[src/core/tmr_defs.svh]
// Register addresses, reset values, field positions and timing of the monitor
`ifndef TMR_DEFS_SVH
`define TMR_DEFS_SVH
`define TMR_RD_LOCAL 8'h00
`define TMR_RD_REM_HI 8'h01
`define TMR_RD_STATUS 8'h02
`define TMR_RD_CTRL 8'h03
`define TMR_RD_RATE 8'h04
`define TMR_RD_LOC_UP 8'h05
`define TMR_RD_LOC_LO 8'h06
`define TMR_RD_REM_UP 8'h07
`define TMR_RD_REM_LO 8'h08
`define TMR_WR_CTRL 8'h09
`define TMR_WR_RATE 8'h0A
`define TMR_WR_LOC_UP 8'h0B
`define TMR_WR_LOC_LO 8'h0C
`define TMR_WR_REM_UP 8'h0D
`define TMR_WR_REM_LO 8'h0E
`define TMR_WR_ONESHOT 8'h0F
`define TMR_RD_REM_FRAC 8'h10
`define TMR_RW_TRIM_HI 8'h11
`define TMR_RW_TRIM_LO 8'h12
`define TMR_RW_REM_UP_LO 8'h13
`define TMR_RW_REM_LO_LO 8'h14
`define TMR_RD_RSVD_A 8'h19
`define TMR_RD_MAKER 8'hFE
`define TMR_RD_REV 8'hFF
`define TMR_RST_TEMP 8'h80
`define TMR_RST_UP 8'h7F
`define TMR_RST_LO 8'hC9
`define TMR_RST_CTRL 8'h00
`define TMR_RST_RATE 8'h02
`define TMR_RST_ZERO 8'h00
`define TMR_CTRL_MASK_BIT 7
`define TMR_CTRL_SLEEP_BIT 6
`define TMR_RATE_MSB 2
`define TMR_RATE_MAX 3'h7
`define TMR_FRAC_MSB 7
`define TMR_FRAC_W 3
`define TMR_FRAC_PAD 5'h00
`define TMR_BASE_PERIOD_MS 125
`define TMR_CLK_PERIOD_NS 25
`define TMR_NS_PER_MS 1000000
`endif

[src/core/tmr_pkg.sv]
// Types shared by the temperature monitor register and alert logic
package tmr_pkg;
  typedef enum logic {tmr_idle, tmr_conv} tmr_conv_state_t;
  typedef struct packed {
    logic open_circuit;
    logic [6:0] local_raw;
    logic [9:0] remote_raw;
  } tmr_meas_t;
  typedef struct packed {
    logic local_over_flag;
    logic local_under_flag;
    logic remote_over_flag;
    logic remote_under_flag;
    logic open_flag;
  } tmr_flags_t;
endpackage

[src/core/tmr_regs_alert.sv]
// Register file, limit flags and alert latch of the two-channel monitor
`timescale 1ns/1ps
`default_nettype none
`include "tmr_defs.svh"
module tmr_regs_alert #(
  parameter int unsigned BASE_CYC =
    `TMR_BASE_PERIOD_MS * `TMR_NS_PER_MS / `TMR_CLK_PERIOD_NS,
  parameter logic [7:0] MAKER_ID = 8'h5A, // Arbitrary value
  parameter logic [7:0] REVISION_ID = 8'h01 // Arbitrary value
) (
  // Clock and reset
  input wire logic core_clk_in,
  input wire logic rst_n_in,
  // Byte port from the serial slave engine
  input wire logic wr_req_in,
  input wire logic wr_first_in,
  input wire logic [7:0] wr_data_in,
  input wire logic rd_req_in,
  output logic [7:0] rd_data_out,
  output logic rd_valid_out,
  input wire logic alert_resp_in,
  // Measurement front end
  output logic conv_start_out,
  input wire logic conv_done_in,
  input wire tmr_pkg::tmr_meas_t meas_in,
  // Pins
  input wire logic sleep_request_pin_n_in,
  output logic alert_n_out,
  output logic alert_oe_out
);
  logic rst_q1;
  logic rst_n;
  logic pin_s1;
  logic pin_s2;
  logic pin_s3;
  logic pin_level;
  logic [7:0] register_pointer;
  logic [7:0] local_temp_value;
  logic [7:0] remote_temp_value_hi;
  logic [7:0] remote_temp_value_lo;
  logic [7:0] device_control;
  logic [7:0] sample_rate_select;
  logic [7:0] local_upper_limit;
  logic [7:0] local_lower_limit;
  logic [7:0] remote_upper_limit_hi;
  logic [7:0] remote_lower_limit_hi;
  logic [7:0] remote_upper_limit_lo;
  logic [7:0] remote_lower_limit_lo;
  logic [7:0] remote_trim_hi;
  logic [7:0] remote_trim_lo;
  logic open_cond;
  logic alert_latch;
  logic oneshot_active;
  logic rate_tick;
  logic sleep;
  logic oneshot_wr;
  logic result_take;
  logic status_rd;
  logic [10:0] rem_adj;
  logic [10:0] rem_val;
  logic [10:0] rem_up;
  logic [10:0] rem_low;
  logic [7:0] status_word;
  logic [7:0] rd_mux;
  tmr_pkg::tmr_conv_state_t conv_state;
  tmr_pkg::tmr_flags_t alarm_flags;
  tmr_pkg::tmr_flags_t cond_now;

  // Register data write: pointer already loaded and address matches
  function automatic logic wr_hit(input logic [7:0] addr);
    return wr_req_in && !wr_first_in && (register_pointer == addr);
  endfunction

  // Reset release through two flops
  always_ff @(posedge core_clk_in or negedge rst_n_in) begin
    if (!rst_n_in) begin
      rst_q1 <= 1'b0;
      rst_n <= 1'b0;
    end else begin
      rst_q1 <= 1'b1;
      rst_n <= rst_q1;
    end
  end

  // Standby pin: a change counts only once two stages agree
  always_ff @(posedge core_clk_in or negedge rst_n) begin
    if (!rst_n) begin
      pin_s1 <= 1'b1;
      pin_s2 <= 1'b1;
      pin_s3 <= 1'b1;
      pin_level <= 1'b1;
    end else begin
      pin_s1 <= sleep_request_pin_n_in;
      pin_s2 <= pin_s1;
      pin_s3 <= pin_s2;
      if (pin_s2 == pin_s3) begin
        pin_level <= pin_s3;
      end
    end
  end

  assign sleep = device_control[`TMR_CTRL_SLEEP_BIT] || !pin_level;
  // Written out so the assign follows the bus signals, not only its argument
  assign oneshot_wr = wr_req_in && !wr_first_in && (register_pointer == `TMR_WR_ONESHOT);
  assign status_rd = rd_req_in && (register_pointer == `TMR_RD_STATUS);

  // Pointer takes the first byte of every write
  always_ff @(posedge core_clk_in or negedge rst_n) begin
    if (!rst_n) begin
      register_pointer <= `TMR_RST_ZERO;
    end else if (wr_req_in && wr_first_in) begin
      register_pointer <= wr_data_in;
    end
  end

  // Control, rate and trim registers at their write addresses
  always_ff @(posedge core_clk_in or negedge rst_n) begin
    if (!rst_n) begin
      device_control <= `TMR_RST_CTRL;
      sample_rate_select <= `TMR_RST_RATE;
      remote_trim_hi <= `TMR_RST_ZERO;
      remote_trim_lo <= `TMR_RST_ZERO;
    end else begin
      if (wr_hit(`TMR_WR_CTRL)) device_control <= wr_data_in;
      if (wr_hit(`TMR_WR_RATE)) sample_rate_select <= wr_data_in;
      if (wr_hit(`TMR_RW_TRIM_HI)) remote_trim_hi <= wr_data_in;
      if (wr_hit(`TMR_RW_TRIM_LO)) remote_trim_lo <= wr_data_in;
    end
  end

  // Limit registers
  always_ff @(posedge core_clk_in or negedge rst_n) begin
    if (!rst_n) begin
      local_upper_limit <= `TMR_RST_UP;
      local_lower_limit <= `TMR_RST_LO;
      remote_upper_limit_hi <= `TMR_RST_UP;
      remote_lower_limit_hi <= `TMR_RST_LO;
      remote_upper_limit_lo <= `TMR_RST_ZERO;
      remote_lower_limit_lo <= `TMR_RST_ZERO;
    end else begin
      if (wr_hit(`TMR_WR_LOC_UP)) local_upper_limit <= wr_data_in;
      if (wr_hit(`TMR_WR_LOC_LO)) local_lower_limit <= wr_data_in;
      if (wr_hit(`TMR_WR_REM_UP)) remote_upper_limit_hi <= wr_data_in;
      if (wr_hit(`TMR_WR_REM_LO)) remote_lower_limit_hi <= wr_data_in;
      if (wr_hit(`TMR_RW_REM_UP_LO)) remote_upper_limit_lo <= wr_data_in;
      if (wr_hit(`TMR_RW_REM_LO_LO)) remote_lower_limit_lo <= wr_data_in;
    end
  end

  tmr_rate_div #(
    .BASE_CYC(BASE_CYC)
  ) u_rate_div (
    .clk_in(core_clk_in),
    .rst_n_in(rst_n),
    .rate_in(sample_rate_select[`TMR_RATE_MSB:0]),
    .tick_out(rate_tick)
  );

  // Raw remote result is unsigned, so nothing below zero is measured
  tmr_remote_adj u_remote_adj (
    .raw_in(meas_in.remote_raw),
    .trim_hi_in(remote_trim_hi),
    .trim_lo_in(remote_trim_lo),
    .value_out(rem_adj)
  );

  // A one-shot goes ahead even in standby; in run it only adds a cycle
  assign conv_start_out = (conv_state == tmr_pkg::tmr_idle) &&
                          (oneshot_wr || (rate_tick && !sleep));

  always_ff @(posedge core_clk_in or negedge rst_n) begin
    if (!rst_n) begin
      conv_state <= tmr_pkg::tmr_idle;
      oneshot_active <= 1'b0;
    end else begin
      case (conv_state)
        tmr_pkg::tmr_idle: begin
          if (conv_start_out) begin
            conv_state <= tmr_pkg::tmr_conv;
            oneshot_active <= oneshot_wr;
          end
        end
        tmr_pkg::tmr_conv: begin
          if (conv_done_in) begin
            conv_state <= tmr_pkg::tmr_idle;
            oneshot_active <= 1'b0;
          end
        end
        default: begin
          conv_state <= tmr_pkg::tmr_idle;
        end
      endcase
    end
  end

  // A rate-tick conversion caught by standby entry is dropped so values stay frozen; a one-shot result is kept
  assign result_take = (conv_state == tmr_pkg::tmr_conv) && conv_done_in &&
                       (!sleep || oneshot_active);

  // Value registers: converter only, bus writes never land here
  always_ff @(posedge core_clk_in or negedge rst_n) begin
    if (!rst_n) begin
      local_temp_value <= `TMR_RST_TEMP;
      remote_temp_value_hi <= `TMR_RST_TEMP;
      remote_temp_value_lo <= `TMR_RST_ZERO;
      open_cond <= 1'b0;
    end else if (result_take) begin
      local_temp_value <= {1'b0, meas_in.local_raw};
      remote_temp_value_hi <= rem_adj[10:`TMR_FRAC_W];
      remote_temp_value_lo <= {rem_adj[`TMR_FRAC_W-1:0], `TMR_FRAC_PAD};
      open_cond <= meas_in.open_circuit;
    end
  end

  assign rem_val = {remote_temp_value_hi, remote_temp_value_lo[`TMR_FRAC_MSB -: `TMR_FRAC_W]};
  assign rem_up = {remote_upper_limit_hi, remote_upper_limit_lo[`TMR_FRAC_MSB -: `TMR_FRAC_W]};
  assign rem_low = {remote_lower_limit_hi, remote_lower_limit_lo[`TMR_FRAC_MSB -: `TMR_FRAC_W]};

  // Comparators run on the held values, so power-up in standby trips low flags
  always_comb begin
    cond_now.local_over_flag = $signed(local_temp_value) > $signed(local_upper_limit);
    cond_now.local_under_flag = $signed(local_temp_value) < $signed(local_lower_limit);
    cond_now.remote_over_flag = $signed(rem_val) > $signed(rem_up);
    cond_now.remote_under_flag = $signed(rem_val) < $signed(rem_low);
    cond_now.open_flag = open_cond;
  end

  // Set wins over the read clear; a live cause keeps its flag
  always_ff @(posedge core_clk_in or negedge rst_n) begin
    if (!rst_n) begin
      alarm_flags <= '0;
    end else if (status_rd) begin
      alarm_flags <= cond_now;
    end else begin
      alarm_flags <= tmr_pkg::tmr_flags_t'(alarm_flags | cond_now);
    end
  end

  // Alert latch: only the alert response read lets it go
  always_ff @(posedge core_clk_in or negedge rst_n) begin
    if (!rst_n) begin
      alert_latch <= 1'b0;
    end else if (|alarm_flags) begin
      alert_latch <= 1'b1;
    end else if (alert_resp_in && !(|cond_now)) begin
      alert_latch <= 1'b0;
    end
  end

  // Open-drain alert: enable high while pulling the line low
  always_ff @(posedge core_clk_in or negedge rst_n) begin
    if (!rst_n) begin
      alert_oe_out <= 1'b0;
      alert_n_out <= 1'b1;
    end else begin
      alert_oe_out <= alert_latch && !device_control[`TMR_CTRL_MASK_BIT];
      alert_n_out <= !(alert_latch && !device_control[`TMR_CTRL_MASK_BIT]);
    end
  end

  assign status_word = {conv_state == tmr_pkg::tmr_conv, alarm_flags, 2'b00};

  // Write-only and unmapped read addresses return zero
  always_comb begin
    case (register_pointer)
      `TMR_RD_LOCAL: rd_mux = local_temp_value;
      `TMR_RD_REM_HI: rd_mux = remote_temp_value_hi;
      `TMR_RD_STATUS: rd_mux = status_word;
      `TMR_RD_CTRL: rd_mux = device_control;
      `TMR_RD_RATE: rd_mux = sample_rate_select;
      `TMR_RD_LOC_UP: rd_mux = local_upper_limit;
      `TMR_RD_LOC_LO: rd_mux = local_lower_limit;
      `TMR_RD_REM_UP: rd_mux = remote_upper_limit_hi;
      `TMR_RD_REM_LO: rd_mux = remote_lower_limit_hi;
      `TMR_RD_REM_FRAC: rd_mux = remote_temp_value_lo;
      `TMR_RW_TRIM_HI: rd_mux = remote_trim_hi;
      `TMR_RW_TRIM_LO: rd_mux = remote_trim_lo;
      `TMR_RW_REM_UP_LO: rd_mux = remote_upper_limit_lo;
      `TMR_RW_REM_LO_LO: rd_mux = remote_lower_limit_lo;
      `TMR_RD_RSVD_A: rd_mux = `TMR_RST_ZERO;
      `TMR_RD_MAKER: rd_mux = MAKER_ID;
      `TMR_RD_REV: rd_mux = REVISION_ID;
      default: rd_mux = `TMR_RST_ZERO;
    endcase
  end

  // Read data is captured before a status clear takes effect
  always_ff @(posedge core_clk_in or negedge rst_n) begin
    if (!rst_n) begin
      rd_data_out <= `TMR_RST_ZERO;
      rd_valid_out <= 1'b0;
    end else begin
      rd_valid_out <= rd_req_in;
      if (rd_req_in) rd_data_out <= rd_mux;
    end
  end
endmodule // tmr_regs_alert
`default_nettype wire

[src/core/tmr_rate_div.sv]
// Conversion rate divider producing one tick per conversion period
`timescale 1ns/1ps
`default_nettype none
`include "tmr_defs.svh"
module tmr_rate_div #(
  parameter int unsigned BASE_CYC = 5000000
) (
  // Clock and reset
  input wire logic clk_in,
  input wire logic rst_n_in,
  // Rate code and tick
  input wire logic [2:0] rate_in,
  output logic tick_out
);
  logic [31:0] count;

  // Code 7 is the base period, each lower code doubles it
  function automatic logic [31:0] period_cyc(input logic [2:0] code);
    return 32'(BASE_CYC << (`TMR_RATE_MAX - code));
  endfunction

  always_ff @(posedge clk_in or negedge rst_n_in) begin
    if (!rst_n_in) begin
      count <= 32'h0;
      tick_out <= 1'b0;
    end else if (count >= period_cyc(rate_in) - 32'h1) begin
      count <= 32'h0;
      tick_out <= 1'b1;
    end else begin
      count <= count + 32'h1;
      tick_out <= 1'b0;
    end
  end
endmodule // tmr_rate_div
`default_nettype wire

[src/core/tmr_remote_adj.sv]
// Remote result plus signed trim, clamped at the signed extremes
`timescale 1ns/1ps
`default_nettype none
`include "tmr_defs.svh"
module tmr_remote_adj (
  // Raw result and trim
  input wire logic [9:0] raw_in,
  input wire logic [7:0] trim_hi_in,
  input wire logic [7:0] trim_lo_in,
  // Adjusted 11-bit value
  output logic [10:0] value_out
);
  logic [10:0] trim;

  // Overflow shows as disagreement of the two top sum bits
  function automatic logic [10:0] sat_add(input logic [9:0] raw, input logic [10:0] off);
    logic [11:0] sum;
    sum = {2'b00, raw} + {off[10], off};
    if (!sum[11] && sum[10]) return 11'h3FF;
    if (sum[11] && !sum[10]) return 11'h400;
    return sum[10:0];
  endfunction

  assign trim = {trim_hi_in, trim_lo_in[`TMR_FRAC_MSB -: `TMR_FRAC_W]};
  assign value_out = sat_add(raw_in, trim);
endmodule // tmr_remote_adj
`default_nettype wire

[config.mk]
export PLATFORM = sky130hd
export DESIGN_NAME = tmr_regs_alert
export DESIGN_NICKNAME = d
export VERILOG_FILES = /design/src/core/tmr_pkg.sv /design/src/core/tmr_regs_alert.sv /design/src/core/tmr_rate_div.sv /design/src/core/tmr_remote_adj.sv
export VERILOG_INCLUDE_DIRS = /design/src /design/src/core
export SDC_FILE = /design/constraint.sdc
export NUM_CORES = 1
export LEC_CHECK = 0
export BUFFER_PORTS_ARGS = -buffer_cell sky130_fd_sc_hd__buf_2
export CORE_MARGIN = 3
export CORE_UTILIZATION = 40
export CTS_CLUSTER_SIZE = 28
export DETAILED_ROUTE_END_ITERATION = 8
export PLACE_DENSITY_LB_ADDON = 0.2
export SYNTH_ARGS = -nofsm -noshare
export SYNTH_HDL_FRONTEND = slang
export SYNTH_SLANG_ARGS = --single-unit
[constraint.sdc]
create_clock -name core_clk_in -period 7 [get_ports core_clk_in]
set_input_delay 0.7 -clock core_clk_in [delete_from_list [all_inputs] [get_ports core_clk_in]]
set_output_delay 0.7 -clock core_clk_in [all_outputs]
set_load 0.01 [all_outputs]
==> flow_metrics.tcl <==
set metrics [dict create \
    run_status "complete, no violations" \
    rsz0062_at_grt "false" \
    fmax_mhz 220 \
    crit_arrival_ns 4.57 \
    hp-class "in2async" \
    cts_hold_buf 0 \
    grt_util_all_layers 0.215 \
    postLayoutCoreUtil 0.455 \
    path_class "reg2reg" \
    cts_tree "built" \
    gr-total-overflow 0 \
    drive_gt1_frac 0.181 \
    p_leak_nw 5.12 \
    wl_um 28000 \
    num_vias 7908 \
    netlist_area_um2 10000 \
    path_max_fanout 32 \
    antennaDiodeCount 0 \
    viasPerCell 5.61 \
    crit_path_end_kind "flop" \
    numCtsBuffers 17 \
    clockBufferDepth 2 \
    reg2reg_setup_slack_ns 2.44 \
    clk_pin_slew_ns 0.07 \
    slowest_stage "nand2_1" \
    dieArea_um2 27000 \
    start_util 0.410 \
    fin_crit_ns 4.56 \
    maxSlewHeadroom 0.264 \
    cts-resized-gates 0 \
    yosysTopAreaCellShare 0.339 \
    timing.rr.end "u_rate_div.tick_out" \
    fp-row-count 57 \
    vdd_drop_max_mv 0.154 \
    drc 0 \
    final.setup.worst_slack_ns 2.44 \
    setup_viol 0 \
    slew_violations 0 \
    start_kind "flop" \
    die_x_um 164 \
    die_h_um 164 \
    io_pins 46 \
    grt_pass1_wl_um 44900 \
    yosysTopAreaCell "dfrtp_1" \
    final_net_count 1188 \
    finalWeightedCongestion 0.879 \
    yosys-top-cells-count "dfrtp_1 (136), nand2_1 (129), nor2_1 (83), ha_1 (81), o21ai_0 (65)" \
    synth_cell_types 72 \
    dp_hpwl_um 20600 \
    syn_to_final_growth_pct 11.0 \
    critPathMaxStageDelay_ns 0.72 \
    antenna_found_initial 1 \
    core_um2 24500 \
    clock_latency_ns 0.43 \
    post-place-ws_ns 2.47 \
    min_period_over_period 0.651 \
    ys.flop_type "dfrtp_1" \
    synth_most_common_cell "dfrtp_1" \
    synth.area.top_cells "dfrtp_1 (34%), ha_1 (10%), dfstp_2 (7.9%)" \
    yosys_warnings 0 \
    synth_edf_count 0 \
    cts_setup_buffers 0 \
    cp.required_ns 7.02 \
    critPathLaunch "sample_rate_select[2]" \
    cts_max_level 4 \
    maxCapViolations 0 \
    port_buffers 45 \
    firstDrtPassIters 6 \
    powerDensity_nw_per_um2 267 \
    syn_inst 1042 \
    hold_violations 0 \
    cts.sinks 166 \
    avgSynthCellArea_um2 9.63 \
    antenna_left 0 \
    crit_chain "ha_1, or2_2, nor4_1, o21a_1, o21ai_0, a21oi_1, xor2_1, ha_1, a21oi_1, o21a_1, o211ai_1, a221oi_1, nand2_1" \
    wl_per_cell_um 19.9 \
    synth-seq-cells 166 \
    finClkSkew_ns 0.0127 \
    synthArstFlopShare 1.00 \
    grt_pass1_vias 7879 \
    drt-initial-drc-count 600 \
    fillCellCount 2373 \
    worstReg2RegStart "sample_rate_select[2]" \
    fin_tns_setup_ns 0 \
    cts-root-buf "clkbuf_16" \
    grt_max_degree 70 \
    worst_slew_pin_slew_ns 1.10 \
    synth_seq_area_share 0.418 \
    worstRegToRegCells 13 \
]
## final cells by class
cell class / count / area [µm²] / area share
timing repair buffer: 54 / 293 / 0.0263
inverter: 54 / 203 / 0.0182
multi-input combinational: 779 / 5460 / 0.490
clock inverter: 13 / 129 / 0.0116
tap: 324 / 405 / 0.0364
sequential: 166 / 4200 / 0.377
clock buffer: 19 / 453 / 0.0407
## where the power goes
group / switching, W / internal (W) / total (W)
Combinational: 0.000398 / 0.000314 / 0.000712
Sequential: 0.000188 / 0.00113 / 0.00131
Clock: 0.000451 / 0.000493 / 0.000944
## worst max-delay path: cells and delay by family, from the launching register on
family,cells,cell delay [ns]
AO/OA/AOI/OAI,7,1.15
XOR/XNOR,1,0.17
AND/OR/NAND/NOR,3,1.51
flip-flops,1,0.63
adder cells (fa/ha/maj),2,0.65
## per-layer routing
layer | vias up | track usage | share of wire
li1 | 3778 | - | -
met1 | 3891 | 0.282 | 0.44
met4 | 2 | 0.0701 | 0.029
met2 | 194 | 0.359 | 0.49
met5 | - | 0 | 0.00046
met3 | 43 | 0.0416 | 0.049
## placed cells by master, fill, tap and decap left out, types with 16 or more instances in the layout
master       n
a21oi_1     45
mux2_2      53
inv_1       53
o21ai_0     65
xnor2_1     28
dfrtp_1    135
clkbuf_16   17
xor2_1      19
buf_2       45
ha_1        81
dfstp_2     30
nor3_1      16
nand2_1    129
nor2_1      83
nand3_1     27
mux2i_1     17
nand4_1     20
## metrics by stage
step | cell area (µm²) | std cells | hold slack [ns] | total power [W]
floorplan | 10000 | 1044 | 0.331 | 0.00179
global placement | 10600 | 1377 | 0.340 | 0.00203
detailed placement | 10600 | 1377 | 0.335 | 0.00204
CTS | 11100 | 1409 | 0.0242 | 0.00299
global route | 11100 | 1409 | 0.0177 | 0.00316
finish | 11100 | 1409 | 0.0380 | 0.00297
## worst max path at each step
stage,endpoint,slack (ns)
after floorplan,alarm_flags[0],2.08
after global placement,u_rate_div.tick_out,2.54
after detailed placement,u_rate_div.tick_out,2.47
after CTS,u_rate_div.tick_out,2.45
after global routing,u_rate_div.count[14],1.88
final,u_rate_div.tick_out,2.44
## cells by family after synthesis
kind of cell / synth area share
DFF: 0.418
adders and majority gates: 0.104
other: 0.000374
xor gates and xnor gates: 0.0410
buffers and inverters: 0.0391
muxes: 0.0906
and+or+nand+nor: 0.159
AOI/OAI and AO/OA: 0.148
## state kept, by name, indices dropped and copies added (netlist names), 3 cells and up
signal,count
remote_upper_limit_lo,8
local_lower_limit,8
remote_lower_limit_lo,8
device_control,8
register_pointer,8
rd_data_out,8
remote_lower_limit_hi,8
local_temp_value,8
local_upper_limit,8
sample_rate_select,8
remote_upper_limit_hi,8
remote_trim_hi,8
u_rate_div.count,32
remote_trim_lo,8
remote_temp_value_hi,8
remote_temp_value_lo,3
alarm_flags,5
No activity file was read; power rests on OpenSTA's default activity.
